[config.mk]
export PLATFORM = sky130hd
export DESIGN_NAME = ctod_top
export DESIGN_NICKNAME = d
export VERILOG_FILES = /design/src/verilog/ctod_pkg.sv /design/src/verilog/ctod_divider.sv /design/src/verilog/ctod_top.sv
export SDC_FILE = /design/constraint.sdc
export NUM_CORES = 1
export LEC_CHECK = 0
export BUFFER_PORTS_ARGS = -buffer_cell sky130_fd_sc_hd__buf_2
export CORE_ASPECT_RATIO = 1.25
export CORE_MARGIN = 8
export CORE_UTILIZATION = 40
export CTS_BUF_LIST = sky130_fd_sc_hd__clkbuf_16
export DETAILED_ROUTE_END_ITERATION = 12
export PLACE_DENSITY = 0.66
export SKIP_LAST_GASP = 1
export SLEW_MARGIN = 30
export SYNTH_ARGS = -nofsm -noshare
export SYNTH_HDL_FRONTEND = slang
export SYNTH_SLANG_ARGS = --single-unit
export TNS_END_PERCENT = 5
[constraint.sdc]
create_clock -name ref_clk_in -period 3.9 [get_ports ref_clk_in]
set_input_delay 0.195 -clock ref_clk_in [delete_from_list [all_inputs] [get_ports ref_clk_in]]
set_output_delay 0.195 -clock ref_clk_in [all_outputs]
set_load 0.01 [all_outputs]
[src/verilog/ctod_pkg.sv]
// Purpose: Shared constants for the clock and tone output divider
// Assumes: Byte-wide register port, 16-bit addresses
// Notes:   Offsets, field positions and reset values live here only

package ctod_pkg;

  localparam int unsigned ADDR_W = 16;  // Register address width
  localparam int unsigned DATA_W = 8;   // Register data width
  localparam int unsigned CNT_W  = 13;  // Divider counter width

  // Register offsets
  localparam logic [ADDR_W-1:0] PORT14_DIRECTION_ADDR    = 16'hff2e;
  localparam logic [ADDR_W-1:0] OUTPUT_CLOCK_SELECT_ADDR = 16'hff40;

  // Reset values
  localparam logic [DATA_W-1:0] OUTPUT_CLOCK_SELECT_RST = 8'h00;
  localparam logic [DATA_W-1:0] PORT14_DIRECTION_RST    = 8'hff;
  localparam logic [DATA_W-1:0] DIR_FIXED_ONES          = 8'hfc;  // Bits 7..2 read as one

  // Field positions in output_clock_select
  localparam int unsigned TONE_ENABLE_BIT    = 7;
  localparam int unsigned TONE_RATE_LSB      = 5;
  localparam int unsigned CLOCK_OUT_EN_BIT   = 4;
  localparam int unsigned CLOCK_RATE_LSB     = 0;

  // Field positions in port14_direction
  localparam int unsigned CLOCK_PIN_DIR_BIT  = 0;
  localparam int unsigned TONE_PIN_DIR_BIT   = 1;

  // Division settings
  localparam int unsigned TONE_HALF_EXP_BASE = 9;      // Divide by 2^10 means 2^9 per half
  localparam logic [3:0]  CLOCK_CODE_SUB     = 4'h8;   // Subsystem clock selection
  localparam logic [3:0]  CLOCK_CODE_MAX_DIV = 4'h7;   // Divide by 128

endpackage

[src/verilog/ctod_divider.sv]
// Purpose: One glitch-free divided square wave with enable
// Assumes: ext_tick_in is already synchronous to clk_in
// Notes:   Wave starts with a full low phase and stops after a full high phase

`timescale 1ns/1ps

module ctod_divider #(
  parameter int unsigned CNT_W = 13             // Half-period counter width
) (
  input  wire logic             clk_in,         // Peripheral clock
  input  wire logic             resetn_in,      // Asynchronous reset, active low
  input  wire logic             enable_in,      // Output enable from software
  input  wire logic             use_ext_in,     // Take ticks from ext_tick_in
  input  wire logic             ext_tick_in,    // External edge pulse
  input  wire logic             block_in,       // Suppress all ticks
  input  wire logic [CNT_W-1:0] half_m1_in,     // Half period minus one
  output logic                  wave_out        // Divided wave
);

  logic [CNT_W-1:0] cnt_q;    // Half-period counter
  logic             run_q;    // Wave is active
  logic             out_q;    // Wave level
  logic             tick_w;   // Half-period boundary
  logic [CNT_W-1:0] gap_q;    // Helper: cycles since last tick
  logic             seen_q;   // Helper: one tick already seen

  // Boundary from own counter or from the external edge
  assign tick_w = !block_in && (use_ext_in ? ext_tick_in : (cnt_q == half_m1_in));

  // Counter is held clear while stopped and disabled, so the divider does not run
  always_ff @(posedge clk_in or negedge resetn_in) begin
    if (!resetn_in) begin
      cnt_q <= '0;
    end else if ((!run_q && !enable_in) || tick_w) begin
      cnt_q <= '0;
    end else begin
      cnt_q <= cnt_q + 1'b1;
    end
  end

  // Wave sequencer: toggles only at boundaries
  always_ff @(posedge clk_in or negedge resetn_in) begin
    if (!resetn_in) begin
      run_q <= 1'b0;
      out_q <= 1'b0;
    end else if (tick_w) begin
      if (!run_q) begin
        // First boundary opens a full low phase
        run_q <= enable_in;
      end else if (out_q) begin
        // High phase completes, then maybe stop
        out_q <= 1'b0;
        run_q <= enable_in;
      end else if (enable_in) begin
        // Low phase completes, rise
        out_q <= 1'b1;
      end else begin
        // Disabled at end of low phase
        run_q <= 1'b0;
      end
    end
  end

  assign wave_out = out_q;

  // Helper: spacing of internal ticks
  always_ff @(posedge clk_in or negedge resetn_in) begin
    if (!resetn_in) begin
      gap_q  <= '0;
      seen_q <= 1'b0;
    end else begin
      gap_q  <= tick_w ? '0 : gap_q + 1'b1;
      seen_q <= (tick_w || seen_q) && (run_q || enable_in) && !use_ext_in && !block_in;
    end
  end

  a_half_period: assert property (@(posedge clk_in) disable iff (!resetn_in)
    tick_w && seen_q && !use_ext_in && $stable(half_m1_in) |-> gap_q == half_m1_in)
    else $error("Divider half period differs from setting");

  // A rise needs a low phase opened by an earlier boundary; holds for one-cycle halves too
  a_start_low: assert property (@(posedge clk_in) disable iff (!resetn_in)
    $rose(out_q) |-> $past(run_q) && $past(tick_w))
    else $error("Wave did not start with a low phase");

  a_fall_on_tick: assert property (@(posedge clk_in) disable iff (!resetn_in)
    $fell(out_q) |-> $past(tick_w) && $past(run_q))
    else $error("High phase cut short");

  a_idle_low: assert property (@(posedge clk_in) disable iff (!resetn_in)
    !run_q |-> !out_q)
    else $error("Wave high while stopped");

endmodule // ctod_divider

[src/verilog/ctod_top.sv]
// Purpose: Clock output and tone output controller with its two registers
// Assumes: Peripheral clock is ref_clk_in; subsystem clock arrives on a pin
// Notes:   Byte and single-bit register writes; pins drive latch OR wave
//
// Behaviour
// - Select register resets zero; byte and bit writes
// - Tone enable low stops divider, wave low; pin follows latch
// - Tone rate selects divide by 2^10..2^13
// - Clock enable low stops divider, wave low; pin follows latch
// - Clock rate: code zero /2, /2../128, subsystem, prohibited
// - No short pulses on enable or disable
// - Direction register resets ones; low bits select output

`timescale 1ns/1ps

module ctod_top
  import ctod_pkg::*;
#(
  parameter int unsigned DIV_W = ctod_pkg::CNT_W  // Divider counter width
) (
  input  wire logic                        ref_clk_in,            // Peripheral clock
  input  wire logic                        resetn_in,             // Async reset, active low
  input  wire logic [ctod_pkg::ADDR_W-1:0] addr_in,               // Register address
  input  wire logic                        wr_en_in,              // Byte write strobe
  input  wire logic [ctod_pkg::DATA_W-1:0] wr_data_in,            // Byte write data
  input  wire logic                        bit_wr_en_in,          // Single-bit write strobe
  input  wire logic [2:0]                  bit_sel_in,            // Bit number for bit write
  input  wire logic                        bit_val_in,            // Bit value for bit write
  input  wire logic                        rd_en_in,              // Read strobe
  input  wire logic [1:0]                  port14_latch_in,       // Port output latch bits
  input  wire logic                        sub_clk_in,            // Subsystem clock pin
  output logic      [ctod_pkg::DATA_W-1:0] rd_data_out,           // Read data, one cycle later
  output logic                             divided_clock_pin_out, // Clock pin level
  output logic                             divided_clock_pin_oe_out, // Clock pin drive
  output logic                             tone_pin_out,          // Tone pin level
  output logic                             tone_pin_oe_out        // Tone pin drive
);

  import ctod_pkg::*;

  logic [DATA_W-1:0] output_clock_select_q;  // Select register
  logic [1:0]        port14_direction_q;     // Writable direction bits
  logic [DATA_W-1:0] dir_view_w;             // Direction register as read
  logic [DATA_W-1:0] rd_data_q;              // Read data register
  logic              sub_s1_q;               // Subsystem clock sync, first stage
  logic              sub_s2_q;               // Subsystem clock sync, second stage
  logic              sub_s3_q;               // Delayed for edge detect
  logic              sub_tick_w;             // Subsystem clock edge
  logic              tone_enable_w;          // Tone enable field
  logic [1:0]        tone_rate_w;            // Tone rate field
  logic              clock_out_enable_w;     // Clock enable field
  logic [3:0]        clock_rate_w;           // Clock rate field
  logic [DIV_W-1:0]  tone_half_m1_w;         // Tone half period minus one
  logic [DIV_W-1:0]  clock_half_m1_w;        // Clock half period minus one
  logic              clock_use_sub_w;        // Subsystem clock selected
  logic              clock_bad_w;            // Prohibited clock code
  logic              tone_wave_w;            // Tone divider output
  logic              clock_wave_w;           // Clock divider output
  logic              sel_hit_w;              // Address hits select register
  logic              dir_hit_w;              // Address hits direction register
  logic              tone_q;                 // Tone pin level
  logic              tone_oe_q;              // Tone pin drive
  logic              clock_q;                // Clock pin level
  logic              clock_oe_q;             // Clock pin drive

  assign sel_hit_w = (addr_in == OUTPUT_CLOCK_SELECT_ADDR);
  assign dir_hit_w = (addr_in == PORT14_DIRECTION_ADDR);

  // Field views of the select register; direction register as read
  assign tone_enable_w      = output_clock_select_q[TONE_ENABLE_BIT];
  assign tone_rate_w        = output_clock_select_q[TONE_RATE_LSB +: 2];
  assign clock_out_enable_w = output_clock_select_q[CLOCK_OUT_EN_BIT];
  assign clock_rate_w       = output_clock_select_q[CLOCK_RATE_LSB +: 4];
  assign dir_view_w         = DIR_FIXED_ONES | {6'h00, port14_direction_q};

  // Select register: byte and single-bit writes
  always_ff @(posedge ref_clk_in or negedge resetn_in) begin
    if (!resetn_in) begin
      output_clock_select_q <= OUTPUT_CLOCK_SELECT_RST;
    end else if (wr_en_in && sel_hit_w) begin
      output_clock_select_q <= wr_data_in;
    end else if (bit_wr_en_in && sel_hit_w) begin
      output_clock_select_q[bit_sel_in] <= bit_val_in;
    end
  end

  // Direction register: only the two low bits are stored
  always_ff @(posedge ref_clk_in or negedge resetn_in) begin
    if (!resetn_in) begin
      port14_direction_q <= PORT14_DIRECTION_RST[1:0];
    end else if (wr_en_in && dir_hit_w) begin
      port14_direction_q <= wr_data_in[1:0];
    end else if (bit_wr_en_in && dir_hit_w && (bit_sel_in < 3'h2)) begin
      port14_direction_q[bit_sel_in[0]] <= bit_val_in;
    end
  end

  // Read data; unmapped addresses read zero
  always_ff @(posedge ref_clk_in or negedge resetn_in) begin
    if (!resetn_in) begin
      rd_data_q <= 8'h00;
    end else if (rd_en_in) begin
      if (sel_hit_w) begin
        rd_data_q <= output_clock_select_q;
      end else if (dir_hit_w) begin
        rd_data_q <= dir_view_w;
      end else begin
        rd_data_q <= 8'h00;
      end
    end
  end

  // Subsystem clock pin: two-stage sync, then edge detect on stage two
  always_ff @(posedge ref_clk_in or negedge resetn_in) begin
    if (!resetn_in) begin
      sub_s1_q <= 1'b0;
      sub_s2_q <= 1'b0;
      sub_s3_q <= 1'b0;
    end else begin
      sub_s1_q <= sub_clk_in;
      sub_s2_q <= sub_s1_q;
      sub_s3_q <= sub_s2_q;
    end
  end

  assign sub_tick_w = sub_s2_q ^ sub_s3_q;

  // Tone half period: divide by 2^(10+rate) gives 2^(9+rate) cycles per half
  assign tone_half_m1_w = DIV_W'((32'h1 << (TONE_HALF_EXP_BASE + 32'(tone_rate_w))) - 1);

  // Clock half period: code n of 1..7 divides by 2^n; code zero toggles each cycle
  always_comb begin
    clock_half_m1_w = '0;
    clock_use_sub_w = 1'b0;
    clock_bad_w     = 1'b0;
    if (clock_rate_w == CLOCK_CODE_SUB) begin
      clock_use_sub_w = 1'b1;
    end else if (clock_rate_w > CLOCK_CODE_MAX_DIV) begin
      clock_bad_w     = 1'b1;
    end else if (clock_rate_w != 4'h0) begin
      clock_half_m1_w = DIV_W'((32'h1 << (32'(clock_rate_w) - 1)) - 1);
    end
  end

  // Tone divider
  ctod_divider #(
    .CNT_W      (DIV_W)
  ) u_tone_div (
    .clk_in     (ref_clk_in),
    .resetn_in  (resetn_in),
    .enable_in  (tone_enable_w),
    .use_ext_in (1'b0),
    .ext_tick_in(1'b0),
    .block_in   (1'b0),
    .half_m1_in (tone_half_m1_w),
    .wave_out   (tone_wave_w)
  );

  // Clock output divider
  ctod_divider #(
    .CNT_W      (DIV_W)
  ) u_clock_div (
    .clk_in     (ref_clk_in),
    .resetn_in  (resetn_in),
    .enable_in  (clock_out_enable_w),
    .use_ext_in (clock_use_sub_w),
    .ext_tick_in(sub_tick_w),
    .block_in   (clock_bad_w),
    .half_m1_in (clock_half_m1_w),
    .wave_out   (clock_wave_w)
  );

  // Pin drivers: wave OR port latch, buffer on when direction bit is zero
  always_ff @(posedge ref_clk_in or negedge resetn_in) begin
    if (!resetn_in) begin
      tone_q     <= 1'b0;
      tone_oe_q  <= 1'b0;
      clock_q    <= 1'b0;
      clock_oe_q <= 1'b0;
    end else begin
      tone_q     <= tone_wave_w | port14_latch_in[TONE_PIN_DIR_BIT];
      clock_q    <= clock_wave_w | port14_latch_in[CLOCK_PIN_DIR_BIT];
      tone_oe_q  <= !port14_direction_q[TONE_PIN_DIR_BIT];
      clock_oe_q <= !port14_direction_q[CLOCK_PIN_DIR_BIT];
    end
  end

  assign rd_data_out              = rd_data_q;
  assign tone_pin_out             = tone_q;
  assign tone_pin_oe_out          = tone_oe_q;
  assign divided_clock_pin_out    = clock_q;
  assign divided_clock_pin_oe_out = clock_oe_q;

  a_byte_write: assert property (@(posedge ref_clk_in) disable iff (!resetn_in)
    wr_en_in && sel_hit_w |=> output_clock_select_q == $past(wr_data_in))
    else $error("Select register byte write lost");

  a_bit_write: assert property (@(posedge ref_clk_in) disable iff (!resetn_in)
    !wr_en_in && bit_wr_en_in && sel_hit_w
      |=> output_clock_select_q[$past(bit_sel_in)] == $past(bit_val_in))
    else $error("Select register bit write lost");

  a_dir_read: assert property (@(posedge ref_clk_in) disable iff (!resetn_in)
    rd_en_in && dir_hit_w |=> rd_data_out[7:2] == 6'h3f)
    else $error("Direction upper bits not read as one");

  a_pin_enable: assert property (@(posedge ref_clk_in) disable iff (!resetn_in)
    port14_direction_q[TONE_PIN_DIR_BIT] |=> !tone_pin_oe_out)
    else $error("Tone pin driven while set as input");

  a_tone_off_low: assert property (@(posedge ref_clk_in) disable iff (!resetn_in)
    !tone_enable_w && !tone_wave_w && !port14_latch_in[TONE_PIN_DIR_BIT]
      |=> !tone_wave_w && !tone_pin_out)
    else $error("Tone pin high while stopped");

  a_clock_bad_low: assert property (@(posedge ref_clk_in) disable iff (!resetn_in)
    clock_bad_w && !clock_wave_w |=> !clock_wave_w)
    else $error("Clock wave rose on prohibited code");

  a_tone_rate_map: assert property (@(posedge ref_clk_in) disable iff (!resetn_in)
    tone_rate_w == 2'h3 |-> tone_half_m1_w == 13'h0fff)
    else $error("Tone slowest rate wrong");

  a_clock_div128: assert property (@(posedge ref_clk_in) disable iff (!resetn_in)
    clock_rate_w == 4'h7 |-> clock_half_m1_w == 13'h003f && !clock_use_sub_w)
    else $error("Clock divide by 128 wrong");

endmodule // ctod_top

**Yosys cells after proc, flatten, opt, wreduce, memory -nomap -nowiden**

Index checks and enable logic that the tools add are counted.

- Flip-flop bits (word level): 55
- Input port bits: 36
- Logic and storage cells: 91

- $add $sub $neg: 6
- Magnitude comparators: 6
- Equality and inequality tests: 5
- Shift operators: 2
- Multiplexer cells: 29
- Bitwise gates (word level): 3
- Reduce and logical (&&, ||, !) cells: 24

Operators with widths:

| operator | count |
|---|---|
| 13-bit two-way mux | 5 |
| 16-bit equality test, second input constant | 2 |
| 8-bit two-way mux | 4 |
| 1-bit by 32-bit << shifter with 13-bit output, first input constant | 1 |
| 13-bit by 1-bit adder with 13-bit output, second input constant | 2 |
| 13-bit equality test | 2 |
| 13-bit by 1-bit subtractor with 13-bit output, second input constant | 2 |
| 1-bit two-way mux | 14 |
| 1-bit by 5-bit << shifter with 13-bit output, first input constant | 1 |
| 1-bit logical AND | 10 |
| 8-bit bitwise mux | 1 |
| 1-bit zero test | 7 |
| 4-bit by 2-bit adder with 5-bit output, first input constant | 1 |
| 4-bit by 1-bit subtractor with 5-bit output, second input constant | 1 |
| 4-bit equality test, second input constant | 1 |
| 4-bit by 3-bit > comparator with 1-bit output, second input constant | 1 |
| 3-bit by 4-bit < comparator with 1-bit output, second input constant | 1 |
| 2-bit two-way mux | 2 |
| 2-bit AND reduction | 2 |
| 2-bit nonzero test | 2 |
| 4-bit nonzero test | 1 |
| 1-bit demux with 3-bit select | 1 |
| 3-bit by 1-bit greater-or-equal comparator with 1-bit output, second input constant | 1 |
| 3-bit by 2-bit < comparator with 1-bit output, second input constant | 1 |
| 7 further kinds | 9 |

**Depth between registers and ports, before layout**

Gate-level depths: netlist of run 1.

- Depth in word-level cells: 11
- Mapped depth: 20
- Mapped depth without buffers: 15

**Cells and area by module**

A second synthesis of run 1 with hierarchy kept.

- Cells, all modules: 402
- Area, all modules: 3589.7 um2

By module, submodules not included:

| module | instances | cells each | area each (um2) |
|---|---|---|---|
| ctod_top | 1 | 232 | 1903.1 |
| ctod_divider | 2 | 85 | 843.3 |

**Worst setup path after synthesis of run 1**

Ideal clock, no wire load.

- Path kind: flip-flop to flip-flop
- From: register output_clock_select_q[0]
- To: register u_clock_div.run_q
- Data arrival time: 3.717 ns
- Required time: 3.775 ns
- Path slack: 0.058 ns
- Cell stages (with the launch flop): 20
- Period minus slack after synthesis: 3.842 ns
- Cells stage by stage: dfrtp_1 > buf_4 > inv_1 > ha_1 > buf_2 > buf_2 > nand2_1 > nor2_1 > a21oi_1 > or3b_2 > ha_1 > buf_2 > nor3b_1 > or4_4 > o21ai_2 > xor2_1 > a31oi_1 > o21ai_1 > a31o_4 > mux2_4

- Cells in the longest elaborated chain, start to end: 9
- Elaborated cells between the ends (all ways): 16
- Classes of those cells: 2 x add/sub; 1 x order compare; 2 x eq/ne; 1 x shift; 7 x mux; 3 x reduce/logical

RTL lines:

| what | RTL line | text |
|---|---|---|
| from (decl) | ctod_top.sv:41 | `logic [DATA_W-1:0] output_clock_select_q;` |
| from (signal assigned) | ctod_top.sv:81 | `output_clock_select_q <= wr_data_in;` |
| from (signal, indexed assignment) | ctod_top.sv:83 | `output_clock_select_q[bit_sel_in] <= bit_val_in;` |
| 4-bit by 1-bit subtractor with 5-bit output | ctod_top.sv:141 | `clock_half_m1_w = DIV_W'((32'h1 << (32'(clock_rate_w) - 1)) - 1);` |
| 1-bit by 32-bit << shifter with 13-bit output | ctod_top.sv:141 |  |
| 13-bit by 1-bit subtractor with 13-bit output | ctod_top.sv:141 |  |
| 13-bit two-way mux | ctod_top.sv:140 | `end else if (clock_rate_w != 4'h0) begin` |
| 13-bit two-way mux | ctod_top.sv:138 | `end else if (clock_rate_w > CLOCK_CODE_MAX_DIV) begin` |
| 13-bit two-way mux | ctod_top.sv:136 | `if (clock_rate_w == CLOCK_CODE_SUB) begin` |
| 13-bit equality test | ctod_divider.sv:28 | `assign tick_w = !block_in && (use_ext_in ? ext_tick_in : (cnt_q == half_m1_in));` |
| 1-bit two-way mux | ctod_divider.sv:28 |  |
| 1-bit logical AND * | ctod_divider.sv:28 |  |
| to (signal assigned) | ctod_divider.sv:49 | `run_q <= enable_in;` |
| to (signal assigned) | ctod_divider.sv:53 | `run_q <= enable_in;` |
| to (decl) | ctod_divider.sv:21 | `logic run_q;` |

Mark *: on every way between the ends. The rest lies on a longest branch, timed or not.
A chain may end at the register's enable or synchronous reset.

**Final worst setup path of run 1**

- From: register output_clock_select_q[0]
- To: register u_clock_div.cnt_q[2]

- Cells in the longest elaborated chain, start to end: 11
- Elaborated cells between the ends (all ways): 18
- Classes of those cells: 2 x add/sub; 1 x order compare; 2 x eq/ne; 1 x shift; 8 x mux; 4 x reduce/logical

RTL lines:

| what | RTL line | text |
|---|---|---|
| 4-bit by 1-bit subtractor with 5-bit output | ctod_top.sv:141 |  |
| 1-bit by 32-bit << shifter with 13-bit output | ctod_top.sv:141 |  |
| 13-bit by 1-bit subtractor with 13-bit output | ctod_top.sv:141 |  |
| 13-bit two-way mux | ctod_top.sv:140 |  |
| 13-bit two-way mux | ctod_top.sv:138 |  |
| 13-bit two-way mux | ctod_top.sv:136 |  |
| 13-bit equality test | ctod_divider.sv:28 |  |
| 1-bit two-way mux | ctod_divider.sv:28 |  |
| 1-bit logical AND * | ctod_divider.sv:28 |  |
| 1-bit logical OR * | ctod_divider.sv:34 | `end else if ((!run_q && !enable_in) \|\| tick_w) begin` |
| 13-bit two-way mux * | ctod_divider.sv:34 |  |
| to (signal assigned) | ctod_divider.sv:37 | `cnt_q <= cnt_q + 1'b1;` |
| to (decl) | ctod_divider.sv:20 | `logic [CNT_W-1:0] cnt_q;` |

Marked as above.

==> out/qor.tcl, run 1 <==
set qor(timing.critical_path.arrival_ns) 3.88
set qor(io_pins) 48
set qor(drt-vias-per-instance) 5.50
set qor(timing_worst_slew_pin_value_ns) 0.742
set qor(grt_max_degree) 56
set qor(synth-seq-area-share_pct) 41.9
set qor(initial_core_util_pct) 40.6
set qor(dp.final_hpwl_um) 5590
set qor(reg2reg_setup_slack_ns) 0.17
set qor(layout_setup_ws_ns) 0.168
set qor(number_of_global_route_vias_before_repair) 2713
set qor(dp_slack_ns) 0.117
set qor(criticalPathCategory) {flop to flop}
set qor(num_rows) 37
set qor(sequential_cell_area_um2) 1380
set qor(vias) 2758
set qor(layout.nets) 443
set qor(crit_required_ns) 4.04
set qor(total_global_route_track_usage_pct) 13.4
set qor(grt_antenna_before_repair) 0
set qor(status) {finished, final reports clean}
set qor(worstRegToRegCells) 15
set qor(first_iter_violations) 202
set qor(drc_violation_count_after_routing) 0
set qor(yosysMostFrequentCell) {dfrtp_1}
set qor(synthesis.area_per_instance_um2) 9.13
set qor(route.final.wire_length_um) 7730
set qor(clock_tree.buffer_depth) 2
set qor(routedWlPerCell_um) 15.4
set qor(maxSlewHeadroom_pct) 50.5
set qor(synthFlopType) {dfrtp_1}
set qor(worst_clock_skew_ns) 0.00747
set qor(detail_route.wirelength.met1_um) 3310
set qor(tritoncts) {yes}
set qor(hold_path.class) {input pin to flop}
set qor(grt_pass1_wl_um) 12900
set qor(cell_count_after_synthesis) 360
set qor(finalSetupViolCount) 0
set qor(synth_area_leaders) {dfrtp_1, nor2_1, xor2_1}
set qor(synthDominantAreaCellType) {dfrtp_1}
set qor(critPathCaptureType) {flop}
set qor(post_cts_setup_inserts) 0
set qor(worst_r2r_startpoint) {output_clock_select_q[0]$_DFFE_PN0P_}
set qor(core-area_um2) 8100
set qor(total_leakage_power_nw) 1.70
set qor(netlist_area_um2) 3290
set qor(cts_htree_levels) 2
set qor(timing.max_cap.violations) 0
set qor(crit_path_start_kind) {flop}
set qor(number_of_max_slew_violations_in_the_final_report) 0
set qor(layoutNonFillerInstCount) 501
set qor(period_share_pct) 95.7
set qor(power.density_cell_area_nw_per_um2) 287
set qor(dp_cells) 493
set qor(postSynthNetCount) 400
set qor(netlist-cell-type-count) 59
set qor(cts_buffers) 5
set qor(die_y_um) 117
set qor(clock_sinks) 55
set qor(number_of_nets_still_failing_antenna_checks_after_routing) 0
set qor(gr-total-overflow) 0
set qor(insertedDiodeCount) 0
set qor(post-synth-top-area-fraction_pct) 40.4
set qor(area_growth_pct) 15.3
set qor(r2r_end) {u_clock_div.cnt_q[2]$_DFF_PN0_}
set qor(power.ir.vdd_worst_mv) 0.199
set qor(n_fill_cell) 785
set qor(synth_async_sr_flop_share_pct) 100
set qor(highest_metal_layer_with_signal_wires) {met4}
set qor(dr.pass1.iters) 4
set qor(minimum_period_implied_by_the_final_worst_setup_slack_ns) 3.73
set qor(clk-insertion-delay-late_ns) 0.29
set qor(die-area_um2) 11400
set qor(max_freq_ghz) 0.268
set qor(route.met3.wl_um) 249
set qor(globalplace.congestion) 0.865
set qor(postSynthRegisterBits) 55
set qor(clock_tree.root_cell) {clkbuf_16}
set qor(area_of_the_multi_input_gates_um2) 1800
set qor(critical_path_peak_fanout) 13
set qor(number_of_enable_flip_flop_cells_after_synthesis) 0
set qor(numPortBuffers) 47
set qor(hold_depth) 1
set qor(synth.cells.most_frequent) {dfrtp_1, nor2_1, a21oi_1, xor2_1}
set qor(hold_end) {sub_s1_q$_DFF_PN0_}
set qor(final_layout_size_suffix_gt1_share_pct) 22.5
set qor(clkSlewWorstSetupHoldPaths_ns) 0.07
set qor(final_hold_viol_count) 0
set qor(dieWidth_um) 97.1
set qor(ys_warn_count) 0
set qor(met2_wirelength_um) 4050
set qor(worst_hold_path_startpoint) {sub_clk_in}
-- worst max-delay path: stages, from the launching register on --
cell and delay, ns:
dfrtp_1 0.35, inv_1 0.05, ha_1 0.24, nor2b_1 0.20
nand2b_1 0.19, or3_1 0.32, ha_1 0.29, and3_1 0.22
or4_4 0.55, o21ai_4 0.21, xor2_1 0.19, a31oi_1 0.11
o21ai_2 0.17, a31o_4 0.18, buf_4 0.23, nor3_1 0.08
-- per-stage QoR --
step | hold WS (ns) | setup TNS (ns) | util (%) | area (µm²) | power, mW
2_1_floorplan | -0.101 | 0 | - | 3290 | 0.614
3_3_place_gp | 0.306 | 0 | 44.6 | 3620 | 0.656
3_5_place_dp | 0.310 | 0 | 44.7 | 3620 | 0.657
4_1_cts | 0.00410 | 0 | 46.5 | 3760 | 1.11
5_1_grt | 0.00181 | -0.576 | 46.8 | 3790 | 1.14
6_report | 0.00919 | 0 | 46.8 | 3790 | 1.09
-- repair_timing --
| item | CTS | global route |
|---|---|---|
| endpoints found under the hold margin | 0 | 0 |
| gates resized for setup | 0 | 4 |
| endpoints found under the setup margin | 0 | 14 |
| hold buffers | 0 | 0 |
-- registers in the layout, summed over array words and instances, names as in the netlist --
name	cells
divided_clock_pin_oe_out	1
sub_s2_q	1
u_clock_div.wave_out	1
sub_s1_q	1
port14_direction_q	2
divided_clock_pin_out	1
output_clock_select_q	8
u_clock_div.cnt_q	13
tone_pin_oe_out	1
u_tone_div.run_q	1
u_clock_div.run_q	1
u_tone_div.wave_out	1
u_tone_div.cnt_q	13
sub_s3_q	1
tone_pin_out	1
rd_data_out	8
-- logic make-up (layout without fill, tap and decap cells) --
kind of cell             count (synthesis)  in the layout  share of synthesized area, %
AO/OA/AOI/OAI                           62             62                          11.8
AND/OR/NAND/NOR                        167            167                          28.5
buffers and inverters                   29             73                          4.15
XOR/XNOR                                32             32                          8.53
flip-flops                              55             55                          41.9
adder cells (fa/ha/maj)                  4              4                          1.52
multiplexers                            11             11                          3.54
-- cell type report --
class	instances	area share [%]
clock buffer	5	3.30
clock inverter	3	0.528
inverter	7	0.694
multi-input combinational	276	47.5
sequential	55	36.4
tap	97	3.20
timing repair buffer	58	8.39
-- layout by cell type, fill, tap and decap left out, types with 5 or more instances in the layout --
master	instances
nor3_1	13
nand3_1	17
and3_1	13
a21oi_1	30
nor3_2	9
xnor2_1	13
buf_2	47
nand2_1	17
mux2i_1	9
buf_4	11
nand4_1	6
a31oi_1	5
inv_1	8
nand2b_1	6
clkbuf_16	5
dfrtp_1	53
xor2_1	18
nor2_1	50
-- metal layers --
layer,track usage (%),vias up
met3,1.94,8
met5,0,-
met4,4.44,0
met1,15.4,1332
met2,24.3,54
li1,-,1364
-- power breakdown --
part	internal (mW)	switching (mW)
clock	0.238	0.204
sequential	0.578	0.00415
combinational	0.0253	0.0372
-- worst max path at each step --
stage                                                    start                         endpoint  cells past startpoint
after global routing      output_clock_select_q[1]$_DFFE_PN0P_   u_clock_div.cnt_q[3]$_DFF_PN0_                     15
after CTS                 output_clock_select_q[1]$_DFFE_PN0P_   u_clock_div.cnt_q[2]$_DFF_PN0_                     14
final                     output_clock_select_q[0]$_DFFE_PN0P_   u_clock_div.cnt_q[2]$_DFF_PN0_                     15
after floorplan           output_clock_select_q[0]$_DFFE_PN0P_    u_clock_div.run_q$_DFFE_PN0P_                     19
after detailed placement  output_clock_select_q[1]$_DFFE_PN0P_  u_clock_div.cnt_q[12]$_DFF_PN0_                     14
after global placement    output_clock_select_q[1]$_DFFE_PN0P_  u_clock_div.cnt_q[12]$_DFF_PN0_                     14
Power figures use the tool's default switching activity.
==> run 2: changes to the inputs <==
- PLACE_DENSITY: 0.66 -> 0.65
- SYNTH_HIERARCHICAL: default -> 1
==> run 2 against run 1 <==
  * Synthesized cell count is 12% higher
  * Register-to-register slack better by 0.14 ns
  * Final cell count is 15% higher
  * Flip-flop and latch count stayed put
==> out/qor.tcl, run 2 <==
set qor(post-synth-top-area-fraction_pct) 36.9 ;# -3.4 points
set qor(dr.pass1.iters) 4 ;# unchanged
set qor(period_share_pct) 92.2 ;# -3.5 points
set qor(power.density_cell_area_nw_per_um2) 266 ;# -7.3%
set qor(finalSetupViolCount) 0 ;# unchanged
set qor(synthesis.area_per_instance_um2) 8.93 ;# -2.2%
set qor(first_iter_violations) 162 ;# -20%
set qor(postSynthRegisterBits) 55 ;# unchanged
set qor(yosysMostFrequentCell) {nor2_1}
set qor(globalplace.congestion) 0.817 ;# -5.5%
set qor(n_fill_cell) 842 ;# +7.3%
set qor(ys_warn_count) 6 ;# +6
set qor(die_y_um) 122 ;# +3.9%
set qor(grt_max_degree) 56 ;# unchanged
set qor(grt_pass1_wl_um) 14200 ;# +9.9%
set qor(worst_clock_skew_ns) 0.00712 ;# -0.000342 ns
set qor(io_pins) 48 ;# unchanged
set qor(tritoncts) {yes}
set qor(ctsHoldBuffers) 0 ;# unchanged
set qor(layout.nets) 500 ;# +13%
set qor(critical_path.top_delay_family) {compound AO/OA/AOI/OAI gates}
set qor(gr-total-overflow) 0 ;# unchanged
set qor(max_freq_ghz) 0.278 ;# +3.8%
set qor(clock_tree.root_cell) {clkbuf_16}
set qor(synthFlopType) {dfrtp_1}
set qor(netlist_area_um2) 3590 ;# +9.2%
set qor(vias) 3011 ;# +9.2%
set qor(dp.final_hpwl_um) 6230 ;# +11%
set qor(power.switching_fraction_pct) 22.5 ;# -0.031 points
set qor(synth_area_leaders) {dfrtp_1, xor2_1, nor2_1}
set qor(timing.max_cap.violations) 0 ;# unchanged
set qor(num_rows) 38 ;# +2.7%
set qor(minimum_period_implied_by_the_final_worst_setup_slack_ns) 3.60 ;# -0.135 ns
set qor(layout_setup_ws_ns) 0.303 ;# +0.135 ns
set qor(drt-vias-per-instance) 5.22 ;# -5.2%
set qor(initial_core_util_pct) 41.3 ;# +0.69 points
set qor(power.ir.vdd_worst_mv) 0.178 ;# -11%
set qor(synth_async_sr_flop_share_pct) 100 ;# unchanged
set qor(grt_antenna_before_repair) 0 ;# unchanged
set qor(netlist-cell-type-count) 62 ;# +5.1%
set qor(die-area_um2) 12300 ;# +7.8%
set qor(number_of_nets_still_failing_antenna_checks_after_routing) 0 ;# unchanged
set qor(maxSlewHeadroom_pct) 42.8 ;# -7.8 points
set qor(area_growth_pct) 13.8
set qor(most-common-layout-cells) {nor2_1, dfrtp_1, buf_2, xor2_1, a21oi_1}
set qor(total_global_route_track_usage_pct) 14.1 ;# +0.78 points
set qor(clkPwrFrac_pct) 39.3 ;# -1.4 points
set qor(clkSlewWorstSetupHoldPaths_ns) 0.07 ;# about the same
set qor(timing.critical_path.cells) {inv_1 > ha_2 > and2_1 > a21oi_2 > o21ai_1 > nand2_1 > ha_1 > o311a_4 > a2111oi_0 > nand3b_1 > xor2_1 > nor4_1 > a41oi_2 > o21ai_2 > nor2_1}
set qor(cts_buffers) 5 ;# unchanged
set qor(drc_violation_count_after_routing) 0 ;# unchanged
set qor(dieWidth_um) 101 ;# +3.8%
set qor(setup_total_negative_slack_ns) 0 ;# unchanged
set qor(cts_htree_levels) 2 ;# unchanged
set qor(criticalPathCategory) {flop to flop}
set qor(switchingPower_uw) 244 ;# -0.19%
set qor(number_of_max_slew_violations_in_the_final_report) 0 ;# unchanged
set qor(seqPwrFrac_pct) 53.7 ;# about the same
set qor(clock_tree.buffer_depth) 2 ;# unchanged
set qor(number_of_global_route_vias_before_repair) 3045 ;# +12%
set qor(hold_path.class) {input pin to flop}
set qor(dp_slack_ns) 0.0828 ;# -0.0337 ns
set qor(critPathCaptureType) {flop}
set qor(clock_sinks) 55 ;# unchanged
set qor(crit_path_start_kind) {flop}
set qor(final_layout_size_suffix_gt1_share_pct) 19.3 ;# -3.3 points
set qor(layout_commonest_cell) {nor2_1}
set qor(insertedDiodeCount) 0 ;# unchanged
set qor(synthDominantAreaCellType) {dfrtp_1}
set qor(clk-insertion-delay-late_ns) 0.29 ;# about the same
set qor(reg2reg_setup_slack_ns) 0.30 ;# +0.14 ns
set qor(route.final.wire_length_um) 8360 ;# +8.2%
set qor(critical_path_peak_fanout) 13 ;# unchanged
set qor(worst_path_largest_cell_delay_ns) 0.38 ;# -0.17 ns
set qor(timing.critical_path.arrival_ns) 3.75 ;# -0.13 ns
set qor(total_leakage_power_nw) 1.80 ;# +5.4%
set qor(core-area_um2) 8700 ;# +7.4%
set qor(number_of_buffer_and_inverter_instances_along_the_worst_setup_path) 1 ;# -1
set qor(rsz_0062_raised_after_global_routing) {false}
set qor(numPortBuffers) 47 ;# unchanged
set qor(synth-seq-area-share_pct) 38.4 ;# -3.5 points
set qor(internal_power_uw) 842 ;# about the same
set qor(timing_worst_slew_pin_value_ns) 0.856 ;# +0.114 ns
set qor(crit_slowest_cell) {dfrtp_1}
set qor(final_hold_viol_count) 0 ;# unchanged
set qor(status) {finished, final reports clean}
set qor(number_of_enable_flip_flop_cells_after_synthesis) 0 ;# unchanged
set qor(synth.cells.most_frequent) {nor2_1, dfrtp_1, xor2_1, a21oi_1, nand2_1}
set qor(largestRegisters) {u_clock_div/cnt_q (13), u_tone_div/cnt_q (13)}
set qor(power.combinational.fraction_pct) 7.1 ;# +1.3 points
set qor(cell_count_after_synthesis) 402 ;# +12%
set qor(routedWlPerCell_um) 14.5 ;# -6.1%
set qor(crit_required_ns) 4.05 ;# about the same
run 2: final timing paths:
kind / startpoint / to / cells past startpoint
worst max-delay path: output_clock_select_q[0]$_DFFE_PN0P_ / u_clock_div/cnt_q[7]$_DFF_PN0_ / 15
worst min-delay path: sub_clk_in / sub_s1_q$_DFF_PN0_ / 1
worst max register to register: output_clock_select_q[0]$_DFFE_PN0P_ / u_clock_div/cnt_q[7]$_DFF_PN0_ / 15
worst min register to register: sub_s1_q$_DFF_PN0_ / sub_s2_q$_DFF_PN0_ / 0
max in group asynchronous: resetn_in / u_clock_div/cnt_q[7]$_DFF_PN0_ / 2
min in group asynchronous: resetn_in / u_tone_div/cnt_q[9]$_DFF_PN0_ / 2
run 2: worst register-to-register path, stage by stage, from the launching register on:
cell and delay, ns:
dfrtp_1 0.38, inv_1 0.12, ha_2 0.32, and2_1 0.18
a21oi_2 0.06, o21ai_1 0.28, nand2_1 0.11, ha_1 0.26
o311a_4 0.17, a2111oi_0 0.38, nand3b_1 0.17, xor2_1 0.07
nor4_1 0.33, a41oi_2 0.23, o21ai_2 0.28, nor2_1 0.12
run 2: kinds of logic after synthesis:
kind of cell | count (synthesis) | share of synthesized area, %
AO/OA/AOI/OAI | 78 | 15.0
XOR/XNOR | 50 | 12.2
adder cells (fa/ha/maj) | 8 | 2.79
buffers and inverters | 31 | 4.50
flip-flops | 55 | 38.4
multiplexers | 10 | 2.93
other | 2 | 0.209
AND/OR/NAND/NOR | 168 | 23.9
run 2: area by class of cell:
| cell class | count | area (µm²) | share of cell area, % |
|---|---|---|---|
| multi-input combinational | 329 | 2100 | 51.4 |
| inverter | 14 | 52.6 | 1.29 |
| sequential | 55 | 1380 | 33.8 |
| timing repair buffer | 51 | 265 | 6.50 |
| tap | 120 | 150 | 3.68 |
| clock buffer | 5 | 125 | 3.06 |
| clock inverter | 3 | 11.3 | 0.276 |
run 2: through the flow:
stage	hold slack [ns]	std cells	total power, mW	utilization (%)	instance area, µm²
2_1_floorplan	-0.101	415	0.626	-	3640
3_3_place_gp	0.306	569	0.670	45.3	3950
3_5_place_dp	0.307	569	0.672	45.3	3950
4_1_cts	0.00922	577	1.10	46.9	4080
5_1_grt	0.0165	577	1.13	46.9	4080
6_report	0.0130	577	1.09	46.9	4080
run 2: power by group through the flow:
stage	Combinational [mW]	Clock [mW]	Sequential, mW
finish	0.0766	0.427	0.583
global route	0.0871	0.459	0.584
CTS	0.0777	0.440	0.583
detailed placement	0.0775	0	0.594
global placement	0.0759	0	0.594
floorplan	0.0282	0	0.597
run 2: what timing repair did:
item,4_1_cts,5_1_grt
buffers inserted,0,0
setup endpoints to repair,0,15
resized for setup,0,2
run 2: routing by layer:
metal | wire, µm | up-vias | share of wire (%) | GRT usage, %
li1 | - | 1503 | - | -
met4 | 101 | 0 | 1.2 | 3.98
met1 | 3530 | 1436 | 42 | 16.7
met3 | 293 | 10 | 3.5 | 1.66
met2 | 4430 | 62 | 53 | 26.0
met5 | 0 | - | 0 | 0
